## config.mk

```make
export PLATFORM = sky130hd
export DESIGN_NAME = coe_clock_output_enable_sbi
export DESIGN_NICKNAME = d
export VERILOG_FILES = /design/src/rtl/coe_pkg.sv /design/src/rtl/coe_clock_output_enable_sbi.sv
export SDC_FILE = /design/constraint.sdc
export NUM_CORES = 1
export LEC_CHECK = 0
export BUFFER_PORTS_ARGS = -buffer_cell sky130_fd_sc_hd__buf_2
export CAP_MARGIN = 20
export CORE_ASPECT_RATIO = 1.5
export CORE_MARGIN = 3
export CORE_UTILIZATION = 26
export DETAILED_ROUTE_END_ITERATION = 12
export GPL_TIMING_DRIVEN = 0
export SYNTH_ARGS = -nofsm -noshare
export SYNTH_HDL_FRONTEND = slang
export SYNTH_SLANG_ARGS = --single-unit
```

## constraint.sdc

```tcl
create_clock -name clk_i -period 5.1 [get_ports clk_i]
set_input_delay 1.02 -clock clk_i [delete_from_list [all_inputs] [get_ports clk_i]]
set_output_delay 1.02 -clock clk_i [all_outputs]
set_load 0.01 [all_outputs]
```

## src/rtl/coe_pkg.sv

```systemverilog
package coe_pkg;

  // Output layout: 0-6 high rate, 7-9 low rate, 10-18 selectable, 19 platform time
  localparam int NOUT    = 20;
  localparam int NHF     = 7;
  localparam int IDX_LF  = 7;
  localparam int IDX_LF2 = 9;
  localparam int IDX_SEL = 10;
  localparam int IDX_PFT = 19;

  // Register byte offsets
  localparam logic [7:0] ADR_OE    = 8'h00;
  localparam logic [7:0] ADR_MASK  = 8'h04;
  localparam logic [7:0] ADR_LATCH = 8'h08;
  localparam logic [7:0] ADR_STAT  = 8'h0C;
  localparam logic [7:0] ADR_GATE  = 8'h10;
  localparam logic [7:0] ADR_SHIFT = 8'h14;

  // Reset values
  localparam logic [19:0] OE_RST   = 20'hFFFFF;
  localparam logic [19:0] MASK_RST = 20'h00000;

  // Timing
  localparam int CLK_MHZ         = 250;
  localparam int T_STABLE_US     = 5000;
  localparam int T_DRIVE_US      = 300;
  localparam int STABLE_MAX_CYC  = T_STABLE_US * CLK_MHZ;
  localparam int DRIVE_MAX_CYC   = T_DRIVE_US * CLK_MHZ;
  localparam int RESTART_CYC_DEF = 1000;
  localparam int PD_SAMPLES      = 2;
  localparam logic [2:0] HF_HALF = 3'h2;
  localparam logic [2:0] LF_HALF = 3'h5;

  // Positions in the synchroniser vector
  localparam int SY_PG    = 0;
  localparam int SY_EPG   = 1;
  localparam int SY_SBC   = 2;
  localparam int SY_SBD   = 3;
  localparam int SY_SLD   = 4;
  localparam int SY_MUX   = 5;
  localparam int SY_OE    = 6;
  localparam int SY_STRAP = 13;
  localparam int SY_W     = 17;

  typedef enum logic [2:0] {
    PWR_WAIT,
    PWR_START,
    PWR_RUN,
    PWR_DOWN
  } coe_pwr_t;

  typedef struct packed {
    logic        cyc;
    logic        stb;
    logic        we;
    logic [7:0]  adr;
    logic [3:0]  sel;
    logic [31:0] dat;
  } coe_wb_req_t;

  typedef struct packed {
    logic        ack;
    logic [31:0] dat;
  } coe_wb_rsp_t;

  typedef struct packed {
    logic [19:0] out_p;
    logic [19:0] out_n;
  } coe_clk_out_t;

  typedef struct packed {
    logic [SY_W-1:0] s1;
    logic [SY_W-1:0] s2;
    logic            sbclk_d;
    logic            sld_d;
    coe_pwr_t        pwr;
    logic [20:0]     cnt;
    logic [1:0]      pd_cnt;
    logic            hf_src;
    logic            lf_src;
    logic [2:0]      hf_div;
    logic [2:0]      lf_div;
    logic [19:0]     oe;
    logic [19:0]     mask;
    logic [19:0]     latch;
    logic [19:0]     sr;
    logic [19:0]     gate;
    logic [3:0]      strap;
    logic            ack;
    logic [31:0]     rdat;
    logic [19:0]     out_p;
    logic [19:0]     out_n;
  } coe_state_t;

endpackage

```

## src/rtl/coe_clock_output_enable_sbi.sv

```systemverilog
// What this block does
// - High rate pair runs only with power good, pin low, register bit, sideband enable.
// - Power good low: low rate 0-1 and selectable off; low rate 2 follows early good.
// - Power good is active high; first rise captures the address straps.
// - After first rise, power good low requests power down; high restarts clocks.
// - Two low samples on complement rising edges commit power down at complement fall; each pair but low rate 2 parks at its source's next rise.
// - Stable clocks appear less than 5 ms after power good rises.
// - Parked outputs are driven again within 300 us of power good rising.
// - Every enable or disable takes effect without shortened phases.
// - Each of seven high rate outputs has an active low enable pin.
// - Nineteen outputs plus platform time have register enable bits resetting enabled.
// - With shift/load high, each sideband clock rise shifts data in.
// - Shift/load falling edge copies the shift register to the latched enables.
// - With shift/load low, sideband clock and data are ignored.
// - Mask bit set forces that output's sideband enable true.
// - First bit shifted is platform time enable, last is high rate output zero.
// - Sideband clock is at most 25 MHz; any rate up to it is accepted.
// - Daisy chain: serial out feeds next device; controller shifts combined count.
// - Latched sideband register reads raw, without mask; mask uses same order.
`timescale 1ns/1ps

module coe_clock_output_enable_sbi
  import coe_pkg::*;
#(
  parameter int RESTART_CYC = RESTART_CYC_DEF
) (
  input  wire logic         clk_i,
  input  wire logic         rst_i,
  input  wire coe_wb_req_t  wb_i,
  output coe_wb_rsp_t       wb_o,
  input  wire logic         power_good_in_i,
  input  wire logic         early_25m_power_good_i,
  input  wire logic         sideband_clock_i,
  input  wire logic         sideband_data_in_i,
  input  wire logic         shift_load_n_i,
  input  wire logic         mux_select_lf_i,
  input  wire logic [6:0]   hf_enable_n_i,
  input  wire logic [3:0]   bus_address_strap_i,
  output logic              sideband_data_out_o,
  output coe_clk_out_t      clk_o
);

  coe_state_t st;
  coe_state_t next_st;

  // Raw pins gathered for the two-stage synchroniser
  logic [SY_W-1:0] pins;
  assign pins = {bus_address_strap_i, hf_enable_n_i, mux_select_lf_i, shift_load_n_i,
                 sideband_data_in_i, sideband_clock_i, early_25m_power_good_i,
                 power_good_in_i};

  // Synchronised pin levels, all read from the second stage only
  logic       pg;
  logic       epg;
  logic       sbc;
  logic       sbd;
  logic       sld;
  logic       mux_lf;
  logic [6:0] oe_n;
  assign pg     = st.s2[SY_PG];
  assign epg    = st.s2[SY_EPG];
  assign sbc    = st.s2[SY_SBC];
  assign sbd    = st.s2[SY_SBD];
  assign sld    = st.s2[SY_SLD];
  assign mux_lf = st.s2[SY_MUX];
  assign oe_n   = st.s2[SY_OE +: 7];

  // Source clock edges, decoded from the dividers one cycle ahead
  logic hf_tick;
  logic lf_tick;
  logic hf_rise;
  logic hf_fall;
  logic lf_rise;
  logic hf_nxt;
  logic lf_nxt;
  assign hf_tick = (st.hf_div == HF_HALF - 3'h1);
  assign lf_tick = (st.lf_div == LF_HALF - 3'h1);
  assign hf_rise = hf_tick & ~st.hf_src;
  assign hf_fall = hf_tick & st.hf_src; // Complement rising edge
  assign lf_rise = lf_tick & ~st.lf_src;
  assign hf_nxt  = st.hf_src ^ hf_tick;
  assign lf_nxt  = st.lf_src ^ lf_tick;

  // Power down commits at the complement falling edge after two low samples
  logic going_down;
  logic run_now;
  assign going_down = (st.pwr == PWR_RUN) & (st.pd_cnt == 2'(PD_SAMPLES)) & hf_rise;
  assign run_now    = (st.pwr == PWR_RUN) & ~going_down;

  // Sideband strobes
  logic sb_rise;
  logic sb_load;
  assign sb_rise = sbc & ~st.sbclk_d & sld;
  assign sb_load = st.sld_d & ~sld;

  // Per output: wanted enable, safe update edge and next source level
  logic [NOUT-1:0] want;
  logic [NOUT-1:0] upd;
  logic [NOUT-1:0] lvl;
  logic [NOUT-1:0] sb_en;
  assign sb_en = st.mask | st.latch;

  genvar gi;
  generate
    for (gi = 0; gi < NOUT; gi++) begin : g_out
      if (gi < NHF) begin : g_hf
        // High rate pair also needs its own pin low
        assign want[gi] = run_now & ~oe_n[gi] & st.oe[gi] & sb_en[gi];
        assign upd[gi]  = hf_rise;
        assign lvl[gi]  = hf_nxt;
      end else if (gi == IDX_LF2) begin : g_lf2
        // Early power good keeps this pair alive outside the run state
        assign want[gi] = run_now ? (st.oe[gi] & sb_en[gi]) : epg;
        assign upd[gi]  = lf_rise;
        assign lvl[gi]  = lf_nxt;
      end else if (gi >= IDX_SEL && gi < IDX_PFT) begin : g_sel
        // Source select is assumed static while the pair runs
        assign want[gi] = run_now & st.oe[gi] & sb_en[gi];
        assign upd[gi]  = mux_lf ? lf_rise : hf_rise;
        assign lvl[gi]  = mux_lf ? lf_nxt : hf_nxt;
      end else begin : g_lf
        assign want[gi] = run_now & st.oe[gi] & sb_en[gi];
        assign upd[gi]  = lf_rise;
        assign lvl[gi]  = lf_nxt;
      end
    end
  endgenerate

  // Byte-lane write mask over the 20 enable bits
  function automatic logic [19:0] wmask(input logic [3:0] s);
    wmask = {{4{s[2]}}, {8{s[1]}}, {8{s[0]}}};
  endfunction

  // Bus request seen for the first time
  logic       wb_req;
  logic [19:0] wm;
  assign wb_req = wb_i.cyc & wb_i.stb & ~st.ack;
  assign wm     = wmask(wb_i.sel);

  // Next-state logic for the whole block
  always_comb begin
    next_st = st;

    // Pin synchroniser and edge history
    next_st.s1      = pins;
    next_st.s2      = st.s1;
    next_st.sbclk_d = sbc;
    next_st.sld_d   = sld;

    // High rate source divider
    if (hf_tick) begin
      next_st.hf_div = 3'h0;
      next_st.hf_src = ~st.hf_src;
    end else begin
      next_st.hf_div = st.hf_div + 3'h1;
    end

    // Low rate source divider
    if (lf_tick) begin
      next_st.lf_div = 3'h0;
      next_st.lf_src = ~st.lf_src;
    end else begin
      next_st.lf_div = st.lf_div + 3'h1;
    end

    // Shift register: first bit in ends at the top, bit 19
    if (sb_rise) begin
      next_st.sr = {st.sr[18:0], sbd};
    end
    if (sb_load) begin
      next_st.latch = st.sr;
    end

    // Power sequencing
    case (st.pwr)
      PWR_WAIT: begin
        if (pg) begin
          next_st.strap = st.s2[SY_STRAP +: 4];
          next_st.cnt   = 21'h0;
          next_st.pwr   = PWR_START;
        end
      end
      PWR_START: begin
        // Restart delay sits well inside both power-up limits
        if (!pg) begin
          next_st.pwr = PWR_DOWN;
        end else if (st.cnt == 21'(RESTART_CYC - 1)) begin
          next_st.pwr = PWR_RUN;
        end else begin
          next_st.cnt = st.cnt + 21'h1;
        end
      end
      PWR_RUN: begin
        // Count consecutive low samples on complement rising edges
        if (going_down) begin
          next_st.pd_cnt = 2'h0;
          next_st.pwr    = PWR_DOWN;
        end else if (hf_fall && st.pd_cnt != 2'(PD_SAMPLES)) begin
          next_st.pd_cnt = pg ? 2'h0 : st.pd_cnt + 2'h1;
        end
      end
      PWR_DOWN: begin
        if (pg) begin
          next_st.cnt = 21'h0;
          next_st.pwr = PWR_START;
        end
      end
      default: begin
        next_st.pwr = PWR_WAIT;
      end
    endcase

    // Gates change only at their source's rising edge, so no phase is cut short
    next_st.gate  = (st.gate & ~upd) | (want & upd);
    next_st.out_p = lvl & next_st.gate;
    next_st.out_n = ~lvl & next_st.gate; // Disabled pairs park low/low

    // Wishbone slave: one ack per request, unmapped reads return zero
    next_st.ack  = wb_req;
    next_st.rdat = 32'h0;
    if (wb_req) begin
      if (wb_i.we) begin
        case (wb_i.adr)
          ADR_OE: begin
            next_st.oe = (st.oe & ~wm) | (wb_i.dat[19:0] & wm);
          end
          ADR_MASK: begin
            next_st.mask = (st.mask & ~wm) | (wb_i.dat[19:0] & wm);
          end
          default: begin
            next_st.rdat = 32'h0;
          end
        endcase
      end else begin
        case (wb_i.adr)
          ADR_OE: begin
            next_st.rdat = {12'h000, st.oe};
          end
          ADR_MASK: begin
            next_st.rdat = {12'h000, st.mask};
          end
          ADR_LATCH: begin
            next_st.rdat = {12'h000, st.latch};
          end
          ADR_STAT: begin
            next_st.rdat = {20'h00000, st.strap, 1'b0, st.pwr, epg, pg, st.pd_cnt};
          end
          ADR_GATE: begin
            next_st.rdat = {12'h000, st.gate};
          end
          ADR_SHIFT: begin
            next_st.rdat = {12'h000, st.sr};
          end
          default: begin
            next_st.rdat = 32'h0;
          end
        endcase
      end
    end
  end

  // State register; reset parks every pair and restores enables
  always_ff @(posedge clk_i) begin
    if (rst_i) begin
      st      <= '0;
      st.oe   <= OE_RST;
      st.mask <= MASK_RST;
      st.pwr  <= PWR_WAIT;
    end else begin
      st <= next_st;
    end
  end

  // Outputs straight from flip-flops
  assign wb_o.ack            = st.ack;
  assign wb_o.dat            = st.rdat;
  assign sideband_data_out_o = st.sr[19];
  assign clk_o.out_p         = st.out_p;
  assign clk_o.out_n         = st.out_n;

endmodule // coe_clock_output_enable_sbi

```

### Yosys cells after proc, flatten, opt, wreduce, memory -nomap -nowiden

Cells that the tools add are included.

| cells by class | value |
|---|---|
| $add $sub $neg | 4 |
| multiply operators | 0 |
| div/mod/pow operators | 0 |
| magnitude comparators | 0 |
| equal/unequal tests | 18 |
| shifts and indexed selects | 0 |
| mux-type cells | 15 |
| bitwise logic cells | 87 |
| reduce and logical (&&, ||, !) cells | 15 |

Operators by type and width:

| cell | number |
|---|---|
| bitwise AND 20 bit | 7 |
| one-hot mux 20 bit (6 select lines) | 1 |
| OR 20 bit | 4 |
| inverter 20 bit | 3 |
| bitwise AND 1 bit | 57 |
| two-way mux 21 bit | 2 |
| one-hot mux 21 bit (2 select lines) | 1 |
| two-way mux 24 bit | 1 |
| adder 21 x 1 -> 21 bit, second input constant | 1 |
| equality test 21 x 10 -> 1 bit, second input constant | 1 |
| equality test 8 x 4 -> 1 bit, second input constant | 2 |
| equality test 8 x 5 -> 1 bit, second input constant | 2 |
| inverter 1 bit | 14 |
| two-way mux 3 bit | 3 |
| one-hot mux 3 bit (3 select lines) | 1 |
| AND reduction 3 bit | 3 |
| equality test 8 x 3 -> 1 bit, second input constant | 1 |
| zero test 8 bit | 1 |
| != test 2 bit, second input constant | 4 |
| adder 3 x 1 -> 3 bit, second input constant | 2 |
| equality test 3 x 1 -> 1 bit, second input constant | 2 |
| equality test 3 x 2 -> 1 bit, second input constant | 2 |
| two-way mux 2 bit | 3 |
| OR reduction 2 bit | 3 |
| other kinds (13) | 18 |

| word-level totals | value |
|---|---|
| register bits after elaboration | 247 |
| latch bits | 0 |
| bits in writable memories | 0 |
| memory bits (read-only) | 0 |
| input port bits | 66 |
| output and inout port bits | 74 |
| logic and storage cells | 160 |
| memories | 0 |

### Longest topological paths before layout

Gate-level depths: netlist of run 1.

| depth | value |
|---|---|
| depth in word-level cells | 11 |
| gate-level depth with buffers | 12 |
| depth with buffers taken out | 9 |

### Least setup slack after synthesis of run 1

No wires, ideal clock.

| path | value |
|---|---|
| path type | input to register |
| start | input port wb_i[43] (netlist name) |
| end | register (tool-made name) |
| data arrival time | 2.497 ns |
| required time | 5.030 ns |
| setup slack | 2.533 ns |
| stages on the path | 7 |
| cells stage by stage | or4_4 -> nor4_4 -> and4bb_1 -> buf_4 -> buf_6 -> nor3_1 -> a21oi_1 |

RTL lines:

| what | line | text |
|---|---|---|
| start: declaration | coe_clock_output_enable_sbi.sv:29 | `input wire coe_wb_req_t wb_i,` |

### Final worst setup path of run 1

| path | value |
|---|---|
| start | register st[180] (netlist name) |
| end | register st (netlist bit clk_o[11]) |

| between the ends | value |
|---|---|
| word-level cells in the longest chain between the ends | 10 |
| elaborated cells on any way between the ends | 16 |

Ends and longest elaborated chain:

| what | line | text |
|---|---|---|
| start: declaration | coe_clock_output_enable_sbi.sv:43 | `coe_state_t st;` |
| start signal: assignment | coe_clock_output_enable_sbi.sv:270 | `st <= next_st;` |
| equality test 3 x 1 -> 1 bit * | coe_clock_output_enable_sbi.sv:76 | `assign hf_tick = (st.hf_div == HF_HALF - 3'h1);` |
| bitwise AND 1 bit | coe_clock_output_enable_sbi.sv:78 | `assign hf_rise = hf_tick & ~st.hf_src;` |
| bitwise AND 1 bit | coe_clock_output_enable_sbi.sv:87 | `assign going_down = (st.pwr == PWR_RUN) & (st.pd_cnt == 2'(PD_SAMPLES)) & hf_rise;` |
| inverter 1 bit | coe_clock_output_enable_sbi.sv:88 | `assign run_now = (st.pwr == PWR_RUN) & ~going_down;` |
| bitwise AND 1 bit | coe_clock_output_enable_sbi.sv:88 |  |
| bitwise AND 1 bit (2 in series) | coe_clock_output_enable_sbi.sv:118 | `assign want[gi] = run_now & st.oe[gi] & sb_en[gi];` |
| bitwise AND 20 bit | coe_clock_output_enable_sbi.sv:214 | `next_st.gate = (st.gate & ~upd) \| (want & upd);` |
| OR 20 bit | coe_clock_output_enable_sbi.sv:214 |  |
| bitwise AND 20 bit * | coe_clock_output_enable_sbi.sv:216 | `next_st.out_n = ~lvl & next_st.gate;` |

Mark *: on every way between the ends. The rest lies on a longest branch, timed or not.
A chain may end at the register's enable or synchronous reset.

==> results of run 1 <==
[synthesized netlist by cell type (9+ instances only)]
library cell / instances
sky130_fd_sc_hd__a21o_1: 9
sky130_fd_sc_hd__a21oi_1: 85
sky130_fd_sc_hd__a22oi_1: 25
sky130_fd_sc_hd__a31oi_1: 11
sky130_fd_sc_hd__and2_1: 14
sky130_fd_sc_hd__buf_2: 10
sky130_fd_sc_hd__buf_4: 74
sky130_fd_sc_hd__clkbuf_1: 46
sky130_fd_sc_hd__dfxtp_1: 234
sky130_fd_sc_hd__ha_1: 12
sky130_fd_sc_hd__inv_1: 20
sky130_fd_sc_hd__mux2i_1: 24
sky130_fd_sc_hd__mux4_2: 13
sky130_fd_sc_hd__nand2_1: 148
sky130_fd_sc_hd__nand2b_1: 12
sky130_fd_sc_hd__nand3_1: 18
sky130_fd_sc_hd__nand3b_1: 11
sky130_fd_sc_hd__nand4_1: 14
sky130_fd_sc_hd__nor2_1: 101
sky130_fd_sc_hd__nor2b_1: 54
sky130_fd_sc_hd__nor3_1: 25
sky130_fd_sc_hd__o211ai_1: 9
sky130_fd_sc_hd__o21ai_0: 18
sky130_fd_sc_hd__or3_1: 10
[critical path, delay by kind of cell, from the launching register on]
family / cells / cell delay (ns)
flip-flops: 1 / 0.37
AND/OR/NAND/NOR: 3 / 1.10
multiplexers: 1 / 0.19
AO/OA/AOI/OAI: 2 / 0.44
adder cells (fa/ha/maj): 2 / 0.41
buffers and inverters: 1 / 0.45
[logic make-up (layout without fill, tap and decap cells)]
logic type	after synthesis	count (layout)	share of synthesized area
simple gates	436	436	0.223
flops	234	234	0.489
compound gates	186	186	0.122
buf+inv	156	310	0.0921
mux	38	38	0.0568
fa+ha+maj	12	12	0.0157
xor+xnor	2	2	0.00183
other cells	1	16	0.000391
[where the power goes]
part / internal, uW / total [uW] / switching (uW) / leakage (uW)
clock network: 1120 / 1870 / 746 / 0.000400
logic: 128 / 423 / 295 / 0.00238
registers: 1860 / 1880 / 26.0 / 0.00189
[path summary, 6_finish.rpt]
| kind | slack [ns] | to | startpoint | cells after the start |
|---|---|---|---|---|
| max | 2.08 | clk_o[11] | st[180] | 9 |
| max reg2reg | 2.08 | clk_o[11] | st[180] | 9 |
| min reg2reg | 0.43 | oe_n[3] | next_st[222] | 1 |
| min | 0.43 | oe_n[3] | next_st[222] | 1 |
[layout by cell type (no fill, tap or decap), types with 4 or more instances in the layout]
cell / count
sky130_fd_sc_hd__clkbuf_16: 23
sky130_fd_sc_hd__mux2i_1: 24
sky130_fd_sc_hd__bufinv_16: 5
sky130_fd_sc_hd__and3_1: 5
sky130_fd_sc_hd__or3_1: 10
sky130_fd_sc_hd__a21oi_1: 85
sky130_fd_sc_hd__nand3b_1: 11
sky130_fd_sc_hd__diode_2: 4
sky130_fd_sc_hd__conb_1: 12
sky130_fd_sc_hd__a311oi_1: 5
sky130_fd_sc_hd__buf_4: 74
sky130_fd_sc_hd__nor2_1: 101
sky130_fd_sc_hd__nand2_1: 148
sky130_fd_sc_hd__o21ai_0: 18
sky130_fd_sc_hd__mux4_2: 13
sky130_fd_sc_hd__o211ai_1: 9
sky130_fd_sc_hd__a21o_1: 9
sky130_fd_sc_hd__a22oi_1: 25
sky130_fd_sc_hd__inv_1: 20
sky130_fd_sc_hd__a22o_1: 7
sky130_fd_sc_hd__buf_2: 123
sky130_fd_sc_hd__nand3_1: 18
sky130_fd_sc_hd__and2_1: 14
sky130_fd_sc_hd__dfxtp_1: 234
sky130_fd_sc_hd__clkbuf_1: 49
sky130_fd_sc_hd__ha_1: 12
sky130_fd_sc_hd__nand2b_1: 12
sky130_fd_sc_hd__nor2b_1: 54
sky130_fd_sc_hd__nand4_1: 14
sky130_fd_sc_hd__buf_1: 5
sky130_fd_sc_hd__nor3_1: 25
sky130_fd_sc_hd__nand4b_1: 4
sky130_fd_sc_hd__a31oi_1: 11
[layer usage]
metal  part of all wire  global-route usage  vias to the layer above
met5            0.00047                   0                        -
met1               0.40               0.158                     3663
met2               0.51               0.245                      267
li1                   -                   -                     3855
met4              0.036              0.0595                        2
met3              0.055              0.0196                       54
[cell type report]
type	instances	area share
Clock buffer	28	0.0528
Inverter	20	0.00646
Buffer	136	0.0695
Antenna cell	4	0.000861
Sequential cell	234	0.403
Timing Repair Buffer	113	0.0486
Multi-Input combinational cell	686	0.349
Tap cell	478	0.0514
Clock inverter	13	0.0184
[metrics by stage]
stage               hold WS, ns  instance area, um2  total power [uW]  std cells  setup WS [ns]
floorplan                 0.414                9630              2170       1076           2.53
global placement          0.427               10800              2340       1667           1.64
detailed placement        0.424               10800              2340       1667           1.67
CTS                       0.440               11600              4200       1708           2.02
global route              0.457               11600              4310       1712           1.84
finish                    0.434               11600              4170       1712           2.08
==> flow_summary.rst, run 1 <==
.. list-table::
   :header-rows: 1

   * - Metric
     - Value
   * - Status
     - complete, no violations
   * - Input/output buffers
     - 113
   * - Number of buffers between clock root and the deepest sink
     - 3
   * - Routed wire length
     - 27.6 mm
   * - Minimum clock period
     - 3.02 ns
   * - Area of the die
     - 39300 um2
   * - Slew HR
     - 0.242
   * - Filler Cell Count
     - 3813
   * - Setup-failing EPs final
     - 0
   * - Footprint of the multi-input gates
     - 4060 um2
   * - Remaining routing DRC violations
     - 0
   * - Min-Delay Path Class
     - reg2reg
   * - Startpoint kind of the worst setup timing path
     - flip-flop
   * - Iteration-0 DRC Markers
     - 585
   * - Synthesized instance count
     - 1065
   * - Average via count per standard cell
     - 4.58
   * - Layout overhead on the synthesized area
     - 21.3%
   * - RSZ-0062 raised after global routing
     - no
   * - Count of different cell masters after synthesis
     - 60
   * - Highest fanout seen on the critical path
     - 9
   * - Async S/R FF share, synth
     - 0
   * - Flip-flop and latch area
     - 4680 um2
   * - Number of CTS-inserted buffers
     - 23
   * - Share of synthesized area occupied by flip-flops and latches
     - 0.489
   * - Level count of the clock H-tree
     - 1
   * - Setup total negative slack
     - 0 ns
   * - Max-cap check violation count
     - 0
   * - Initial core utilization
     - 0.265
   * - Maximum clock frequency
     - 0.331 GHz
   * - Largest area contributor in the synthesized netlist
     - sky130_fd_sc_hd__dfxtp_1
   * - Clock Latency Late Sink
     - 0.54 ns
   * - Critical path data required time
     - 5.55 ns
   * - Cell area after technology mapping
     - 9590 um2
   * - Clock root buffer
     - sky130_fd_sc_hd__clkbuf_16
   * - Via count of the first global-routing pass
     - 7375
   * - Num ports
     - 140
   * - Tot GR Track Use
     - 0.135
   * - Hold buffer count at CTS
     - 0
   * - Data arrival time of the critical path
     - 3.47 ns
   * - Number of enable-type register cells in the synthesized netlist
     - 0
   * - Fraction of layout instances using a drive strength above 1
     - 0.213
   * - Number of pins exceeding their max-slew limit in the final report
     - 0
   * - Transition time at the pin with the least slew margin
     - 1.14 ns
   * - Number of resized instances in the post-cts repair step
     - 0
   * - Element type at the critical path end
     - flip-flop
   * - Max incr delay on CP
     - 0.63 ns
   * - Global-route wire length before repair
     - 41.9 mm
   * - Top-area cell type share of the netlist area
     - 0.489
   * - Synth Warn #
     - 0
   * - Pin count of the biggest net entering global routing
     - 16
   * - Leakage power
     - 0.00467 uW
   * - Flops & latches, synth
     - 234
   * - P per Cell Area
     - 359 nW/um2
   * - First-pass DRT Iterations
     - 6
   * - Critical-path cell with the highest stage delay
     - sky130_fd_sc_hd__nor2_1
   * - Clock tree from TritonCTS
     - built
   * - Clock-pin slew on the worst setup and hold paths
     - 0.06 ns
   * - Mean instance size in the synthesized netlist
     - 9.00 um2
   * - GR Overflow Total
     - 0
   * - Total half-perimeter wirelength after legalization and detailed placement
     - 20.7 mm
   * - Largest cells by area after synthesis
     - sky130_fd_sc_hd__dfxtp_1, sky130_fd_sc_hd__buf_4, sky130_fd_sc_hd__nand2_1
   * - Wire length per cell
     - 16.1 um
   * - VDD IR-drop max
     - 0.185 mV
   * - Initial antenna violation count
     - 5
   * - Layout Skew
     - 0.0252 ns
   * - Fin. Hold Viols
     - 0
   * - Number of vias after detailed routing
     - 7841
   * - Net count, final
     - 1292
   * - Core Region
     - 36200 um2
   * - Row Count
     - 85
   * - Floorplan die height
     - 241 um
   * - Final weighted congestion in routability-driven placement
     - 0.897
   * - Final critical-path share of the clock period
     - 0.592
   * - ANT nets after route
     - 0
   * - Die Wd
     - 163 um
   * - Num Clock Sinks
     - 234
   * - CP Class
     - reg2reg
   * - Ordered list of cells on the worst path
     - ha_1, nor2b_1, ha_1, clkbuf_1, mux2i_1, nor2_1, o211ai_1, a21o_1, nor2_1
   * - Fin util
     - 0.322
   * - Postcts setup bufs
     - 0
   * - Most used DFF post-synth
     - sky130_fd_sc_hd__dfxtp_1
No activity file was read; power rests on OpenSTA's default activity.
==> run 2: changes to the inputs <==
==> constraint.sdc (replaced) <==
create_clock -name clk_i -period 2.9 [get_ports clk_i]
set_input_delay 0.58 -clock clk_i [delete_from_list [all_inputs] [get_ports clk_i]]
set_output_delay 0.58 -clock clk_i [all_outputs]
set_load 0.01 [all_outputs]
==> flow_summary.rst, run 2 (synthesis gave the netlist of run 1 again) <==
.. list-table::
   :header-rows: 1

   * - Metric
     - Value
   * - WHS Path Cells
     - 2 (was 1)
   * - Slew HR
     - 0.249 (was 0.242)
   * - Clock Latency Late Sink
     - 0.54 ns (about the same)
   * - Leakage power
     - 0.00467 uW (about the same)
   * - Net count, final
     - 1291 (was 1292)
   * - Post-detailed-placement cell area
     - 10800 um2 (unchanged)
   * - Worst flop-to-flop path endpoint
     - clk_o[10] (was clk_o[11])
   * - Clock root buffer
     - sky130_fd_sc_hd__clkbuf_16 (unchanged)
   * - Num Clock Sinks
     - 234 (unchanged)
   * - Max-cap check violation count
     - 0 (unchanged)
   * - Startpoint of the lowest-slack hold path
     - mux_select_lf_i (was next_st[222])
   * - Place WS
     - -0.150 ns (was 1.67 ns)
   * - Input/output buffers
     - 113 (unchanged)
   * - Filler Cell Count
     - 3810 (was 3813)
   * - R2R setup slack
     - 0.31 ns (was 2.08 ns)
   * - Remaining routing DRC violations
     - 0 (unchanged)
   * - Most frequent standard cell in the layout excluding fill and tap cells
     - sky130_fd_sc_hd__dfxtp_1 (unchanged)
   * - Critical-path cell with the highest stage delay
     - sky130_fd_sc_hd__clkbuf_1 (was sky130_fd_sc_hd__nor2_1)
   * - Ordered list of cells on the worst path
     - inv_1, ha_1, and2_1, clkbuf_1, ha_1, clkbuf_1, mux2i_1, clkbuf_2, nor3_1, a21oi_1, or2_2, nor2_1 (was ha_1, nor2b_1, ha_1, clkbuf_1, mux2i_1, nor2_1, o211ai_1, a21o_1, nor2_1)
   * - Startpoint kind of the worst setup timing path
     - flip-flop (unchanged)
   * - Number of vias after detailed routing
     - 7857 (was 7841)
   * - Element type at the critical path end
     - flip-flop (unchanged)
   * - Worst setup path startpoint
     - st[177] (was st[180])
   * - Fin util
     - 0.322 (about the same)
   * - Layout overhead on the synthesized area
     - 21.3% (about the same)
   * - Launching point of the worst reg2reg path
     - st[177] (was st[180])
   * - GR Overflow Total
     - 0 (unchanged)
   * - Via count of the first global-routing pass
     - 7382 (was 7375)
   * - Maximum clock frequency
     - 0.386 GHz (was 0.331 GHz)
   * - Average via count per standard cell
     - 4.59 (was 4.58)
   * - Clock tree from TritonCTS
     - built (unchanged)
   * - Num ports
     - 140 (unchanged)
   * - Number of buffers between clock root and the deepest sink
     - 3 (unchanged)
   * - Pin count of the biggest net entering global routing
     - 16 (unchanged)
   * - Area of the die
     - 39300 um2 (unchanged)
   * - Clock-pin slew on the worst setup and hold paths
     - 0.07 ns (was 0.06 ns)
   * - RSZ-0062 raised after global routing
     - no (unchanged)
   * - Total half-perimeter wirelength after legalization and detailed placement
     - 20.7 mm (unchanged)
   * - P per Cell Area
     - 632 nW/um2 (was 359 nW/um2)
   * - Tot GR Track Use
     - 0.135 (unchanged)
   * - Final critical-path share of the clock period
     - 0.894 (was 0.592)
   * - Floorplan die height
     - 241 um (unchanged)
   * - Number of resized instances in the post-cts repair step
     - 1 (was 0)
   * - Initial core utilization
     - 0.265 (unchanged)
   * - Most used cells in the layout excluding fill and tap cells
     - sky130_fd_sc_hd__dfxtp_1, sky130_fd_sc_hd__nand2_1, sky130_fd_sc_hd__buf_2 (unchanged)
   * - ANT nets after route
     - 0 (unchanged)
   * - Final weighted congestion in routability-driven placement
     - 0.897 (unchanged)
   * - Transition time at the pin with the least slew margin
     - 1.12 ns (was 1.14 ns)
   * - Setup total negative slack
     - 0 ns (unchanged)
   * - Iteration-0 DRC Markers
     - 521 (was 585)
   * - Highest fanout seen on the critical path
     - 10 (was 9)
   * - CP Class
     - reg2reg (unchanged)
   * - Fin. Hold Viols
     - 0 (unchanged)
   * - Fraction of layout instances using a drive strength above 1
     - 0.216 (was 0.213)
   * - Number of CTS-inserted buffers
     - 23 (unchanged)
   * - Cell count of the worst reg-to-reg path
     - 12 (was 9)
   * - Max incr delay on CP
     - 0.34 ns (was 0.63 ns)
   * - Routed wire length
     - 27.6 mm (about the same)
   * - Status
     - complete, no violations (unchanged)
   * - Row Count
     - 85 (unchanged)
   * - VDD IR-drop max
     - 0.327 mV (was 0.185 mV)
   * - Final critical-path setup slack
     - 0.307 ns (was 2.08 ns)
   * - Setup-failing EPs final
     - 0 (unchanged)
   * - Critical path data required time
     - 3.35 ns (was 5.55 ns)
   * - Cell area after layout
     - 11600 um2 (about the same)
   * - Initial antenna violation count
     - 5 (unchanged)
   * - Postcts setup bufs
     - 0 (unchanged)
   * - Global-route wire length before repair
     - 41.9 mm (unchanged)
   * - Core Region
     - 36200 um2 (unchanged)
   * - Layout Skew
     - 0.0286 ns (was 0.0252 ns)
   * - Number of pins exceeding their max-slew limit in the final report
     - 0 (unchanged)
   * - First-pass DRT Iterations
     - 5 (was 6)
   * - Data arrival time of the critical path
     - 3.04 ns (was 3.47 ns)
   * - Timing endpoint of the critical path
     - clk_o[10] (was clk_o[11])
   * - Die Wd
     - 163 um (unchanged)
   * - Hold buffer count at CTS
     - 0 (unchanged)
   * - Level count of the clock H-tree
     - 1 (unchanged)
   * - Min-Delay Path Class
     - in2reg (was reg2reg)
   * - Minimum clock period
     - 2.59 ns (was 3.02 ns)
   * - Overall power of the completed layout
     - 7350 uW (was 4170 uW)
   * - Wire length per cell
     - 16.1 um (about the same)
[run 2: stage by stage]
step           hold slack [ns]  std cells
3_3_place_gp             0.427       1667
5_1_grt                  0.251       1711
2_1_floorplan            0.414       1076
6_report                 0.250       1711
3_5_place_dp             0.424       1667
4_1_cts                  0.239       1707
[run 2: how the worst min path moves through the flow]
stage	to
4_1_cts	next_st[218]
2_1_floorplan	epg
6_report	next_st[218]
5_1_grt	next_st[218]
3_5_place_dp	pg
3_3_place_gp	pg
[run 2: final cells by class]
cell class                      instances  area (um2)  share of cell area
Sequential cell                       234        4680               0.403
Multi-Input combinational cell        686        4070               0.349
Buffer                                135         806              0.0693
Clock buffer                           28         614              0.0528
Tap cell                              478         598              0.0514
Timing Repair Buffer                  113         566              0.0486
Clock inverter                         13         214              0.0184
Inverter                               20        75.1             0.00645
Antenna cell                            4        10.0            0.000860
[run 2: layer usage]
layer	global-route usage	routed length, um	vias up
met4	0.0595	1010	2
met5	0	13	-
met3	0.0196	1600	58
met2	0.245	13900	270
met1	0.158	11100	3673
li1	-	-	3854
[run 2: power by group]
group	internal, uW	switching [uW]	total (uW)
clock	1970	1320	3290
sequential	3270	45.5	3310
combinational	229	518	747
[run 2: critical path, delay by kind of cell (launching register included)]
family | cells | cell delay (ns)
muxes | 1 | 0.19
and+or+nand+nor | 4 | 0.75
DFF | 1 | 0.33
adders and majority gates | 2 | 0.34
AOI/OAI and AO/OA | 1 | 0.05
buffers and inverters | 4 | 0.87
